File: src/logic/gpfi_pkg.sv
// Constants for the 32-line parallel I/O block: offsets, reset values, widths.
// Assumes a single 50 MHz clock and a one-cycle strobe register port.
//
// How it works
// - Direction status reads one per output pin
// - Filter enable write sets selected filter bits
// - Filter disable write clears selected filter bits
// - Filter status shows selection, resets to zero
// - Set write raises stored output values
// - Clear write lowers stored output values
// - Output value status reads stored values
// - Pin level status follows the pins
// - Interrupt enable write sets mask bits
// - Interrupt enables work whatever the pin owner
// - Disable clears mask; detection keeps running
// - Change status sets on edges, clears on read
// - Mask register reflects enables, resets zero
// - Direction enable and disable stored always
// - Peripheral input held low when controller-owned
package gpfi_pkg;
    localparam int          DATA_W         = 32;
    localparam int          ADDR_W         = 8;
    localparam int          CLK_HZ         = 50_000_000;
    // Register byte offsets
    localparam logic [7:0]  OFS_OWN_SET    = 8'h00;
    localparam logic [7:0]  OFS_OWN_CLR    = 8'h04;
    localparam logic [7:0]  OFS_OWN_STAT   = 8'h08;
    localparam logic [7:0]  OFS_DIR_SET    = 8'h10;
    localparam logic [7:0]  OFS_DIR_CLR    = 8'h14;
    localparam logic [7:0]  OFS_DIR_STAT   = 8'h18;
    localparam logic [7:0]  OFS_FLT_SET    = 8'h20;
    localparam logic [7:0]  OFS_FLT_CLR    = 8'h24;
    localparam logic [7:0]  OFS_FLT_STAT   = 8'h28;
    localparam logic [7:0]  OFS_VAL_SET    = 8'h30;
    localparam logic [7:0]  OFS_VAL_CLR    = 8'h34;
    localparam logic [7:0]  OFS_VAL_STAT   = 8'h38;
    localparam logic [7:0]  OFS_PIN_STAT   = 8'h3c;
    localparam logic [7:0]  OFS_IRQ_SET    = 8'h40;
    localparam logic [7:0]  OFS_IRQ_CLR    = 8'h44;
    localparam logic [7:0]  OFS_IRQ_MASK   = 8'h48;
    localparam logic [7:0]  OFS_CHG_STAT   = 8'h4c;
    // Values after reset
    localparam logic [31:0] RST_ZERO       = 32'h0000_0000;
    localparam logic [31:0] RST_OWN        = 32'hffff_ffff;
    localparam logic [31:0] RST_PIN_OEN    = 32'hffff_ffff;
    // All state of the block
    typedef struct packed {
        logic [31:0] sync1;
        logic [31:0] sync2;
        logic [31:0] sync3;
        logic [31:0] filt;
        logic [31:0] seen_prev;
        logic        seen_ok;
        logic [31:0] own;
        logic [31:0] dir;
        logic [31:0] flt_sel;
        logic [31:0] out_val;
        logic [31:0] mask;
        logic [31:0] chg;
        logic [31:0] rdata;
        logic [31:0] pin_out;
        logic [31:0] pin_oen;
        logic [31:0] periph_in;
        logic        irq;
    } gpfi_state_type;
endpackage

File: src/logic/gpfi_top.sv
// Parallel I/O controller core: ownership, direction, output values,
// glitch filters, pin readback and change interrupts for 32 lines.
// Assumes pins arrive asynchronously; peripheral signals share mclk.
//
// Design decision made here: the strobed register port.
`timescale 1ns/1ps
`default_nettype none
module gpfi_top #(
    parameter logic [31:0] OWN_RESET = gpfi_pkg::RST_OWN
) (
    // Clock and reset
    input  wire logic                        mclk,
    input  wire logic                        resetn,
    // Register port
    input  wire logic [gpfi_pkg::ADDR_W-1:0] reg_addr,
    input  wire logic [gpfi_pkg::DATA_W-1:0] reg_wdata,
    input  wire logic                        reg_wr,
    input  wire logic                        reg_rd,
    output logic      [gpfi_pkg::DATA_W-1:0] reg_rdata,
    // Pins
    input  wire logic [31:0]                 pin_in,
    output logic      [31:0]                 pin_out,
    output logic      [31:0]                 pin_oen_n,
    // Peripheral side
    input  wire logic [31:0]                 periph_out,
    input  wire logic [31:0]                 periph_oe,
    output logic      [31:0]                 periph_in,
    // Interrupt
    output logic                             irq
);
    import gpfi_pkg::*;

    // Register map, byte offsets on the register port
    //   0x00 write ones: controller takes those pins
    //   0x04 write ones: peripherals take those pins
    //   0x08 read: pins owned by the controller
    //   0x10 write ones: pins become outputs
    //   0x14 write ones: pins become inputs
    //   0x18 read: pins set as outputs
    //   0x20 write ones: glitch filter selected
    //   0x24 write ones: glitch filter deselected
    //   0x28 read: pins with the filter selected
    //   0x30 write ones: stored output value set
    //   0x34 write ones: stored output value cleared
    //   0x38 read: stored output values
    //   0x3c read: pin levels as seen by the logic
    //   0x40 write ones: change interrupt enabled
    //   0x44 write ones: change interrupt disabled
    //   0x48 read: interrupt mask
    //   0x4c read: change status, cleared by the read
    // Unmapped offsets ignore writes and read as zero.

    // Timing seen from the pins and the register port:
    // a pin edge reaches the change status three cycles later without
    // the filter and four with it; the interrupt rises together
    // with the status bit. Writes show on the pin drivers at the write edge
    // itself, and read data stands for one cycle only.
    // The filter costs one sample of delay in return for dropping
    // single-cycle pulses.

    // Hazards kept in mind:
    // the first synchroniser stage feeds only the second one;
    // no edge is reported in the first cycle after reset, since the
    // previous level is not known yet;
    // an edge in the cycle of a status read survives into the next read.

    // Registered state of the whole block
    gpfi_state_type st;

    // Value the state takes at the next rising edge
    gpfi_state_type next_st;

    // Next-state logic: input path, registers, pin drivers, interrupt
    always_comb begin
        // Write strobe views
        logic [31:0] wr_m;        // Write data used as a per-pin mask
        logic        hit_own_set; // Ownership take write
        logic        hit_own_clr; // Ownership release write
        logic        hit_dir_set; // Direction output write
        logic        hit_dir_clr; // Direction input write
        logic        hit_flt_set; // Filter select write
        logic        hit_flt_clr; // Filter deselect write
        logic        hit_val_set; // Output value set write
        logic        hit_val_clr; // Output value clear write
        logic        hit_irq_set; // Interrupt enable write
        logic        hit_irq_clr; // Interrupt disable write
        // Read strobe views
        logic        rd_own;      // Ownership status read
        logic        rd_dir;      // Direction status read
        logic        rd_flt;      // Filter status read
        logic        rd_val;      // Output value status read
        logic        rd_pin;      // Pin level status read
        logic        rd_msk;      // Interrupt mask read
        logic        rd_chg;      // Change status read
        // Input path views
        logic [31:0] raw_lvl;     // Pin level after two flip-flops
        logic [31:0] agree;       // Pins whose last two samples match
        logic [31:0] seen;        // Level after the optional filter
        logic [31:0] rise;        // Pins that went from low to high
        logic [31:0] fall;        // Pins that went from high to low
        logic [31:0] edges;       // Pins whose level moved
        logic [31:0] pend;        // Unmasked change bits
        // Driver views
        logic [31:0] ctl_drive;   // Pins the controller drives
        logic [31:0] per_drive;   // Pins a peripheral drives
        logic [31:0] drive_en;    // Pins driven by anyone
        logic [31:0] drive_val;   // Level put on each driven pin

        // Defaults: nothing decoded, state held
        wr_m        = reg_wdata;
        hit_own_set = 1'b0;
        hit_own_clr = 1'b0;
        hit_dir_set = 1'b0;
        hit_dir_clr = 1'b0;
        hit_flt_set = 1'b0;
        hit_flt_clr = 1'b0;
        hit_val_set = 1'b0;
        hit_val_clr = 1'b0;
        hit_irq_set = 1'b0;
        hit_irq_clr = 1'b0;
        rd_own      = 1'b0;
        rd_dir      = 1'b0;
        rd_flt      = 1'b0;
        rd_val      = 1'b0;
        rd_pin      = 1'b0;
        rd_msk      = 1'b0;
        rd_chg      = 1'b0;
        raw_lvl     = RST_ZERO;
        agree       = RST_ZERO;
        seen        = RST_ZERO;
        rise        = RST_ZERO;
        fall        = RST_ZERO;
        edges       = RST_ZERO;
        pend        = RST_ZERO;
        ctl_drive   = RST_ZERO;
        per_drive   = RST_ZERO;
        drive_en    = RST_ZERO;
        drive_val   = RST_ZERO;
        next_st     = st;

        // Write strobe decode; a status offset written is ignored
        if (reg_wr) begin
            case (reg_addr)
                OFS_OWN_SET: begin
                    hit_own_set = 1'b1;
                end
                OFS_OWN_CLR: begin
                    hit_own_clr = 1'b1;
                end
                OFS_DIR_SET: begin
                    hit_dir_set = 1'b1;
                end
                OFS_DIR_CLR: begin
                    hit_dir_clr = 1'b1;
                end
                OFS_FLT_SET: begin
                    hit_flt_set = 1'b1;
                end
                OFS_FLT_CLR: begin
                    hit_flt_clr = 1'b1;
                end
                OFS_VAL_SET: begin
                    hit_val_set = 1'b1;
                end
                OFS_VAL_CLR: begin
                    hit_val_clr = 1'b1;
                end
                OFS_IRQ_SET: begin
                    hit_irq_set = 1'b1;
                end
                OFS_IRQ_CLR: begin
                    hit_irq_clr = 1'b1;
                end
                default: begin
                end
            endcase
        end

        // Read strobe decode; unmapped offsets read as zero
        if (reg_rd) begin
            case (reg_addr)
                OFS_OWN_STAT: begin
                    rd_own = 1'b1;
                end
                OFS_DIR_STAT: begin
                    rd_dir = 1'b1;
                end
                OFS_FLT_STAT: begin
                    rd_flt = 1'b1;
                end
                OFS_VAL_STAT: begin
                    rd_val = 1'b1;
                end
                OFS_PIN_STAT: begin
                    rd_pin = 1'b1;
                end
                OFS_IRQ_MASK: begin
                    rd_msk = 1'b1;
                end
                OFS_CHG_STAT: begin
                    rd_chg = 1'b1;
                end
                default: begin
                end
            endcase
        end

        // Two-stage pin synchroniser, then a third stage for the filter
        next_st.sync1 = pin_in;
        next_st.sync2 = st.sync1;
        next_st.sync3 = st.sync2;
        raw_lvl       = st.sync2;

        // Filter: a level passes only once two samples agree,
        // so a pulse one clock long never reaches the filtered level
        agree = ~(st.sync2 ^ st.sync3);
        for (int i = 0; i < DATA_W; i++) begin
            if (agree[i]) begin
                next_st.filt[i] = raw_lvl[i];
            end
        end

        // Input seen by controller and peripheral alike
        for (int i = 0; i < DATA_W; i++) begin
            if (st.flt_sel[i]) begin
                seen[i] = next_st.filt[i];
            end else begin
                seen[i] = raw_lvl[i];
            end
        end

        // Edge detection on every pin, whatever its owner, direction or mask;
        // the first cycle after reset has no history and reports nothing
        next_st.seen_prev = seen;
        next_st.seen_ok   = 1'b1;
        if (st.seen_ok) begin
            rise = seen & ~st.seen_prev;
            fall = ~seen & st.seen_prev;
        end
        edges = rise | fall;

        // Ownership: controller or peripheral per pin
        for (int i = 0; i < DATA_W; i++) begin
            if (hit_own_set && wr_m[i]) begin
                next_st.own[i] = 1'b1;
            end
            if (hit_own_clr && wr_m[i]) begin
                next_st.own[i] = 1'b0;
            end
        end

        // Direction is stored even on pins a peripheral drives
        for (int i = 0; i < DATA_W; i++) begin
            if (hit_dir_set && wr_m[i]) begin
                next_st.dir[i] = 1'b1;
            end
            if (hit_dir_clr && wr_m[i]) begin
                next_st.dir[i] = 1'b0;
            end
        end

        // Filter selection, independent of ownership
        for (int i = 0; i < DATA_W; i++) begin
            if (hit_flt_set && wr_m[i]) begin
                next_st.flt_sel[i] = 1'b1;
            end
            if (hit_flt_clr && wr_m[i]) begin
                next_st.flt_sel[i] = 1'b0;
            end
        end

        // Stored output values; zero bits of the mask change nothing
        for (int i = 0; i < DATA_W; i++) begin
            if (hit_val_set && wr_m[i]) begin
                next_st.out_val[i] = 1'b1;
            end
            if (hit_val_clr && wr_m[i]) begin
                next_st.out_val[i] = 1'b0;
            end
        end

        // Interrupt mask; enables apply whoever owns the pin
        for (int i = 0; i < DATA_W; i++) begin
            if (hit_irq_set && wr_m[i]) begin
                next_st.mask[i] = 1'b1;
            end
            if (hit_irq_clr && wr_m[i]) begin
                next_st.mask[i] = 1'b0;
            end
        end

        // Change status: read clears, a new edge in the same cycle wins
        if (rd_chg) begin
            next_st.chg = edges;
        end else begin
            next_st.chg = st.chg | edges;
        end

        // Read data, valid in the cycle after the strobe only
        next_st.rdata = ({DATA_W{rd_own}} & st.own)
                      | ({DATA_W{rd_dir}} & st.dir)
                      | ({DATA_W{rd_flt}} & st.flt_sel)
                      | ({DATA_W{rd_val}} & st.out_val)
                      | ({DATA_W{rd_pin}} & seen)
                      | ({DATA_W{rd_msk}} & st.mask)
                      | ({DATA_W{rd_chg}} & (st.chg | edges));

        // Driver split: controller where owned, peripheral elsewhere
        ctl_drive = next_st.own & next_st.dir;
        per_drive = ~next_st.own & periph_oe;
        drive_en  = ctl_drive | per_drive;
        for (int i = 0; i < DATA_W; i++) begin
            if (next_st.own[i]) begin
                drive_val[i] = next_st.out_val[i];
            end else begin
                drive_val[i] = periph_out[i];
            end
        end

        // Pin outputs; the enable is low while the pin is driven
        next_st.pin_out = drive_val;
        next_st.pin_oen = ~drive_en;

        // Peripheral input is held low on controller-owned pins
        next_st.periph_in = ~next_st.own & seen;

        // Level interrupt while any unmasked change bit is set
        pend        = next_st.chg & next_st.mask;
        next_st.irq = |pend;
    end

    // State register, synchronous active-low reset
    always_ff @(posedge mclk) begin
        if (!resetn) begin
            st.sync1     <= RST_ZERO;
            st.sync2     <= RST_ZERO;
            st.sync3     <= RST_ZERO;
            st.filt      <= RST_ZERO;
            st.seen_prev <= RST_ZERO;
            st.seen_ok   <= 1'b0;
            st.own       <= OWN_RESET;
            st.dir       <= RST_ZERO;
            st.flt_sel   <= RST_ZERO;
            st.out_val   <= RST_ZERO;
            st.mask      <= RST_ZERO;
            st.chg       <= RST_ZERO;
            st.rdata     <= RST_ZERO;
            st.pin_out   <= RST_ZERO;
            st.pin_oen   <= RST_PIN_OEN;
            st.periph_in <= RST_ZERO;
            st.irq       <= 1'b0;
        end else begin
            st <= next_st;
        end
    end

    // Outputs straight from flip-flops
    assign reg_rdata = st.rdata;
    assign pin_out   = st.pin_out;
    assign pin_oen_n = st.pin_oen;
    assign periph_in = st.periph_in;
    assign irq       = st.irq;

endmodule
`default_nettype wire

File: config.mk
export PLATFORM = sky130hd
export DESIGN_NAME = gpfi_top
export DESIGN_NICKNAME = d
export VERILOG_FILES = /design/src/logic/gpfi_pkg.sv /design/src/logic/gpfi_top.sv
export SDC_FILE = /design/constraint.sdc
export NUM_CORES = 1
export LEC_CHECK = 0
export BUFFER_PORTS_ARGS = -buffer_cell sky130_fd_sc_hd__buf_4
export CAP_MARGIN = 15
export CORE_ASPECT_RATIO = 0.8
export CORE_MARGIN = 1.5
export CORE_UTILIZATION = 40
export CTS_CLUSTER_DIAMETER = 80
export DETAILED_ROUTE_END_ITERATION = 6
export HOLD_SLACK_MARGIN = 0.15
export PLACE_DENSITY = 0.68
export SLEW_MARGIN = 0
export SYNTH_ARGS = -nofsm -noshare
export SYNTH_HDL_FRONTEND = slang
export SYNTH_SLANG_ARGS = --single-unit
export TNS_END_PERCENT = 10
File: constraint.sdc
create_clock -name mclk -period 4.67 [get_ports mclk]
set_clock_uncertainty 0.2 [all_clocks]
set_input_delay 0.467 -clock mclk [delete_from_list [all_inputs] [get_ports mclk]]
set_output_delay 0.467 -clock mclk [all_outputs]
set_load 0.02 [all_outputs]
==> results of run 1 <==
-- worst paths after layout --
path	depth (start not counted)	start	slack, ns	endpoint
max	10	reg_addr[1]	1.21	pin_oen_n[19]$_SDFF_PN1_
min	2	resetn	0.19	next_st[425]$_SDFF_PN0_
max reg2reg	6	st[321]$_DFF_P_	1.82	irq$_SDFF_PN0_
min reg2reg	1	next_st[443]$_SDFF_PN0_	0.23	next_st[411]$_SDFF_PN0_
-- cell usage after synthesis, drive strengths merged, types with 34 or more instances --
master and number:
dfxtp 482, a21oi 198, nor2 170, buf 149
a211oi 128, clkbuf 125, and2 97, nand2 97
a221oi 96, a21o 64, nand2b 64, a22oi 62
o21ai 58, o22ai 48, a22o 34
-- flip-flops by register name, indices dropped and copies added, names as in the netlist --
name / cells
reg_rdata: 32
periph_in: 32
next_st: 64
st: 289
pin_oen_n: 32
irq: 1
pin_out: 32
-- metal layers --
layer,vias to the layer above,wire length [um],GRT usage (%)
met3,115,5540,5.75
met4,10,1450,7.74
met2,683,27100,37.9
met1,8117,27600,33.9
li1,7945,-,-
met5,-,62,0
-- layout by cell type, fill, tap and decap left out, types with 7 or more instances in the layout --
master / count
a22oi_1: 62
o22ai_1: 48
clkbuf_1: 8
nand2_1: 97
a211oi_1: 128
a31oi_1: 28
dlygate4sd3_1: 188
a21oi_1: 198
clkbuf_16: 50
and2_1: 97
nor2b_1: 32
o22a_1: 32
dfxtp_1: 481
a41oi_1: 33
a221oi_1: 96
inv_1: 32
nor2_4: 7
o21ai_0: 58
buf_4: 294
a21o_1: 64
nor2_1: 163
bufinv_16: 11
nand2b_1: 64
a22o_1: 34
clkbuf_8: 10
-- cell type report --
type / count / share of cell area (%)
sequential: 482 / 39.5
multi-input combinational: 1269 / 32.3
timing repair buffer: 485 / 17.0
clock buffer: 68 / 5.80
tap: 620 / 3.17
clock inverter: 24 / 1.77
inverter: 33 / 0.537
antenna: 2 / 0.0205
-- power breakdown --
| part | switching [mW] | internal (mW) |
|---|---|---|
| logic | 0.267 | 0.250 |
| registers | 0.0495 | 4.17 |
| clock network | 1.72 | 2.74 |
| total | 2.04 | 7.17 |
-- cells by family (layout without fill, tap and decap cells) --
family | after synthesis | after routing | share of synthesized area, %
other cells | 0 | 2 | 0
flops | 482 | 482 | 50.5
simple gates | 484 | 484 | 12.5
buf+inv | 307 | 610 | 8.66
compound gates | 785 | 785 | 28.3
==> results.md, run 1 <==
- WHS: approximately 0.19 ns
- # port buffers: about 270
- Cell Pwr Density: 377 nW/um^2
- Largest net degree at the start of global routing: approximately 140
- Minimum clock period: 3.46 ns
- Final instance area: roughly 24000 sq um
- Total Routed Length: 61.8 mm
- Post-Syn Nets: around 2200
- Fin cells: 2983
- Worst path max stage delay: 0.71 ns
- Synth area leader: dfxtp_1
- Routed via count: roughly 17000
- Core ar.: 47100 sq um
- H-Tree Depth: 2
- Status: finished, final reports clean
- Worst-path fanout max: 36
- Drt first pass iters: 6
- Setup-failing EPs final: 0
- Most frequent CP cell: buf_4
- CP cell instances: buf_4 -> nor3_4 -> buf_4 -> nand2_1 -> nor2_4 -> buf_4 -> a21oi_1 -> a211oi_1 -> o22ai_1 -> dlygate4sd3_1
- Max-cap violations: 0
- Primary FF master, synth: dfxtp_1
- Main area contributors after synthesis: dfxtp_1 (51%), a21oi_1 (5.2%), a211oi_1 (5.0%)
- Placed Area: 20700 sq um
- Distinct cells, synth: 38
- Hold buffers post-CTS: 188
- FMAX: 289 MHz
- Die W: 247 um
- Final Util: 51.9%
- Initial antenna violation count: 7
- Design Power: ~9.2 mW
- CTS tree: built
- Routability congestion estimate: 0.850
- Final Cycle Share: between 70 and 80%
- Sequential fraction of the synthesis area: 50.5%
- Postcts setup bufs: 0
- Clock Sinks: between 400 and 500
- # nets final: 2461
- Grt total ovfl: 0
- Share of the synthesized area in the top cell type: ~51%
- Synth Register Bits: 482
- Peak supply drop: 0.243 mV
- WS Path Type: in -> reg
- Fillcell total: 4180
- CTS resizes: 0
- Ports: around 270
- Die area: 49100 sq um
- Drc violations: 0
- Relative slew slack: 26.3%
- YS warnings: 0
- Dpl hpwl: roughly 40 mm
- CP delay by family, top: buffers and inverters
- Average wire per standard cell: 20.7 um
- Critical path buffers and inverters: 4
- Clk_lat worst skew: between 0.6 and 0.7 ns
- Final setup margin: roughly 1.2 ns
- Synth-to-Final Area Change: 28.0%
- Slew @ Worst Pin: about 1.1 ns
- Syn Std Cell Area: approximately 19000 sq um
- Area of the multi-input gates: 7890 sq um
- Slew Viols, Final: 0
- Global-route wire length before repair: approximately 94 mm
- Clock slew seen by the registers of the worst setup and hold paths: about 0.060 ns
- WP data arrival: 3.73 ns
- Fraction of layout instances using a drive strength above 1: 17.1%
- RSZ-0062 raised after global routing: no
- CP max stage cell: nor2_4
- CTS Root Cell: clkbuf_16
- Sequential cell area: 9650 sq um
- Syn Inst Count: 2058
- Leakage: 9.16 nW
- Vias in the first global route: 16300
- Initial core utilization: 40.6%
- Worst-case clock buffer depth: 3
- Number of DRC markers in iteration 0: 1762
- Hold Vio Cnt, Final: 0
- Dpl cells: 2700
- CP Data Required Time: between 4 and 5 ns
- Startpoint types: input port
- Place WS: 1.27 ns
- Total CTS buffers: 50
- Die H: 198 um
- TNS Setup: 0 ns
- Critical path endpoint category: register
- ANT nets after route: 0
- Mean instance size in the synthesized netlist: slightly above 9 sq um
- Placement Rows: 71
- Hold crit path type: in -> reg
- FFs w/ async S/R, synth: 0%
- Number of synthesized flops with an enable pin: 0
- Total track usage: 24.6%
- Via-to-Cell Ratio: 5.66
(Power assumes the default switching activity.)
==> run 2, diff against run 1 <==
clock period = 3.5 ns   (was 4.67 ns; I/O delays follow)
==> run 2 against run 1 <==
First-iteration DRC count is 17% lower; via count is 1.2% higher; power is 29% higher; global-route usage is 0.21 points higher; flip-flop and latch count stayed put; cell count is 1.1% higher; hold slack better by 0.047 ns; final area is 0.83% higher; largest cell class unchanged; die area stayed put.
==> results.md, run 2 (synthesis gave the netlist of run 1 again) <==
- Status: finished, final reports clean (unchanged)
- Setup-failing EPs final: 0 (unchanged)
- Largest net degree at the start of global routing: 105 (was 137)
- Critical path buffers and inverters: 4 (unchanged)
- CTS tree: built (unchanged)
- Drc violations: 0 (unchanged)
- CP delay by family, top: buffers and inverters (unchanged)
- Average wire per standard cell: 20.6 um (was 20.7 um)
- Fillcell total: 4164 (was 4180)
- Die H: 198 um (unchanged)
- Most flops, register: st (unchanged)
- Routability congestion estimate: 0.839 (was 0.850)
- Final Cycle Share: 97.1%
- Number of DRC markers in iteration 0: 1469 (was 1762)
- Startpoint types: input port (unchanged)
- Relative slew slack: 50.0% (was 26.3%)
- Peak supply drop: 0.324 mV (was 0.243 mV)
- # port buffers: 268 (unchanged)
- Initial antenna violation count: 2 (was 7)
- WP data arrival: 3.72 ns (was 3.73 ns)
- Synth-to-Final Area Change: 29.1% (was 28.0%)
- CP max stage cell: dlygate4sd3_1 (was nor2_4)
- FMAX: 294 MHz
- Worst path max stage delay: 0.57 ns (was 0.71 ns)
- Total CTS buffers: 48 (was 50)
- Dpl hpwl: 40.1 mm (was 39.6 mm)
- Minimum clock period: 3.40 ns
- Clock Sinks: 482 (unchanged)
- Initial core utilization: 40.6% (unchanged)
- Clk_lat worst skew: 0.59 ns (was 0.61 ns)
- Slew Viols, Final: 0 (unchanged)
- CTS resizes: 0 (unchanged)
- ANT nets after route: 0 (unchanged)
- Fraction of layout instances using a drive strength above 1: 17.5% (was 17.1%)
- Critical path endpoint category: register (unchanged)
- Global-route wire length before repair: 94.0 mm (was 93.7 mm)
- Leakage: 9.30 nW (was 9.16 nW)
- Vias in the first global route: 16500 (was 16300)
- CTS Root Cell: clkbuf_16 (unchanged)
- WS Path Type: in -> reg (unchanged)
- Worst-case clock buffer depth: 3 (unchanged)
- Sequential cell area: 9650 sq um (unchanged)
- Cell Pwr Density: 480 nW/um^2 (was 377 nW/um^2)
- Max reg flops: 289 (unchanged)
- Drt first pass iters: 5 (was 6)
- Place WS: 0.536 ns (was 1.27 ns)
- # nets final: 2499 (was 2461)
- Routed via count: 17100 (was 16900)
- Final setup margin: 0.102 ns (was 1.21 ns)
- Highest-count cells in the layout ignoring fill and taps: dfxtp_1 (481), buf_4 (311), dlygate4sd3_1 (207) (was dfxtp_1 (481), buf_4 (294), a21oi_1 (198))
- Total Routed Length: 62.0 mm (was 61.8 mm)
- Hold Vio Cnt, Final: 0 (unchanged)
- Slew @ Worst Pin: 0.740 ns (was 1.11 ns)
- Placement Rows: 71 (unchanged)
- WHS: 0.234 ns (was 0.187 ns)
- Worst-path fanout max: 13 (was 36)
- Hold crit path type: reg -> reg (was in -> reg)
- Grt total ovfl: 0 (unchanged)
- Core ar.: 47100 sq um (unchanged)
- Most common cell after layout, fill and taps aside: dfxtp_1 (unchanged)
- Clock slew seen by the registers of the worst setup and hold paths: 0.06 ns (about the same)
- RSZ-0062 raised after global routing: no (unchanged)
- Die area: 49100 sq um (unchanged)
- Total track usage: 24.8% (was 24.6%)
- Via-to-Cell Ratio: 5.66 (about the same)
- Die W: 247 um (unchanged)
- Ports: 269 (unchanged)
- CP Data Required Time: 3.83 ns (was 4.94 ns)
- Max-cap violations: 0 (unchanged)
- Area of the multi-input gates: 7890 sq um (unchanged)
- Design Power: 11.8 mW (was 9.21 mW)
- H-Tree Depth: 2 (unchanged)
- CP cell instances: dlygate4sd3_1 -> buf_4 -> nor2b_4 -> nand2_1 -> nor2_4 -> buf_4 -> a21oi_1 -> a211oi_1 -> o22a_1 -> dlygate4sd3_1 (was buf_4 -> nor3_4 -> buf_4 -> nand2_1 -> nor2_4 -> buf_4 -> a21oi_1 -> a211oi_1 -> o22ai_1 -> dlygate4sd3_1)
- TNS Setup: 0 ns (unchanged)
run 2: layout make-up:
type | count | share of cell area (%)
multi-input combinational | 1269 | 32.0
clock inverter | 24 | 1.34
timing repair buffer | 525 | 18.4
inverter | 33 | 0.533
sequential | 482 | 39.1
antenna | 1 | 0.0102
tap | 620 | 3.15
clock buffer | 63 | 5.39
run 2: power breakdown:
part / leakage [nW] / internal [mW] / total [mW] / switching, mW
sequential: 3.91 / 5.57 / 5.63 / 0.0670
clock: 0.821 / 3.27 / 5.50 / 2.23
combinational: 4.57 / 0.354 / 0.707 / 0.353
total: 9.30 / 9.19 / 11.8 / 2.65
run 2: worst reg2reg max path, stage by stage, from the launching register on:
cell,delay (ns)
dfxtp_2,0.54
buf_4,0.30
nor2b_1,0.16
a221oi_1,0.58
o22ai_1,0.22
nor4_1,0.32
a41oi_1,0.15
run 2: per-stage QoR:
| stage | instances | utilization [%] | area, sq um |
|---|---|---|---|
| floorplan | 2058 | - | 19100 |
| global placement | 2721 | 44.4 | 20900 |
| detailed placement | 2721 | 44.4 | 20900 |
| CTS | 3015 | 52.3 | 24600 |
| global route | 3017 | 52.4 | 24700 |
| finish | 3017 | 52.4 | 24700 |
run 2: layer usage:
layer,global-route usage [%],wire length [um]
met1,34.5,27800
met2,38.2,27200
met3,5.07,5250
met4,8.46,1760
met5,0,14
run 2: path summary, 6_finish.rpt:
kind,from,to,slack (ns),cells after the start
worst max-delay path,reg_addr[3],pin_out[16]$_SDFF_PN0_,0.10,10
worst max register to register,st[321]$_DFF_P_,irq$_SDFF_PN0_,0.88,6
worst min-delay path,next_st[424]$_SDFF_PN0_,next_st[392]$_SDFF_PN0_,0.23,1
worst min register to register,next_st[424]$_SDFF_PN0_,next_st[392]$_SDFF_PN0_,0.23,1
run 2: repair_timing:
item,4_1_cts,5_1_grt
hold buffers,207,0
buffers inserted,0,1
endpoints found under the setup margin,0,21
hold endpoints to repair,279,0
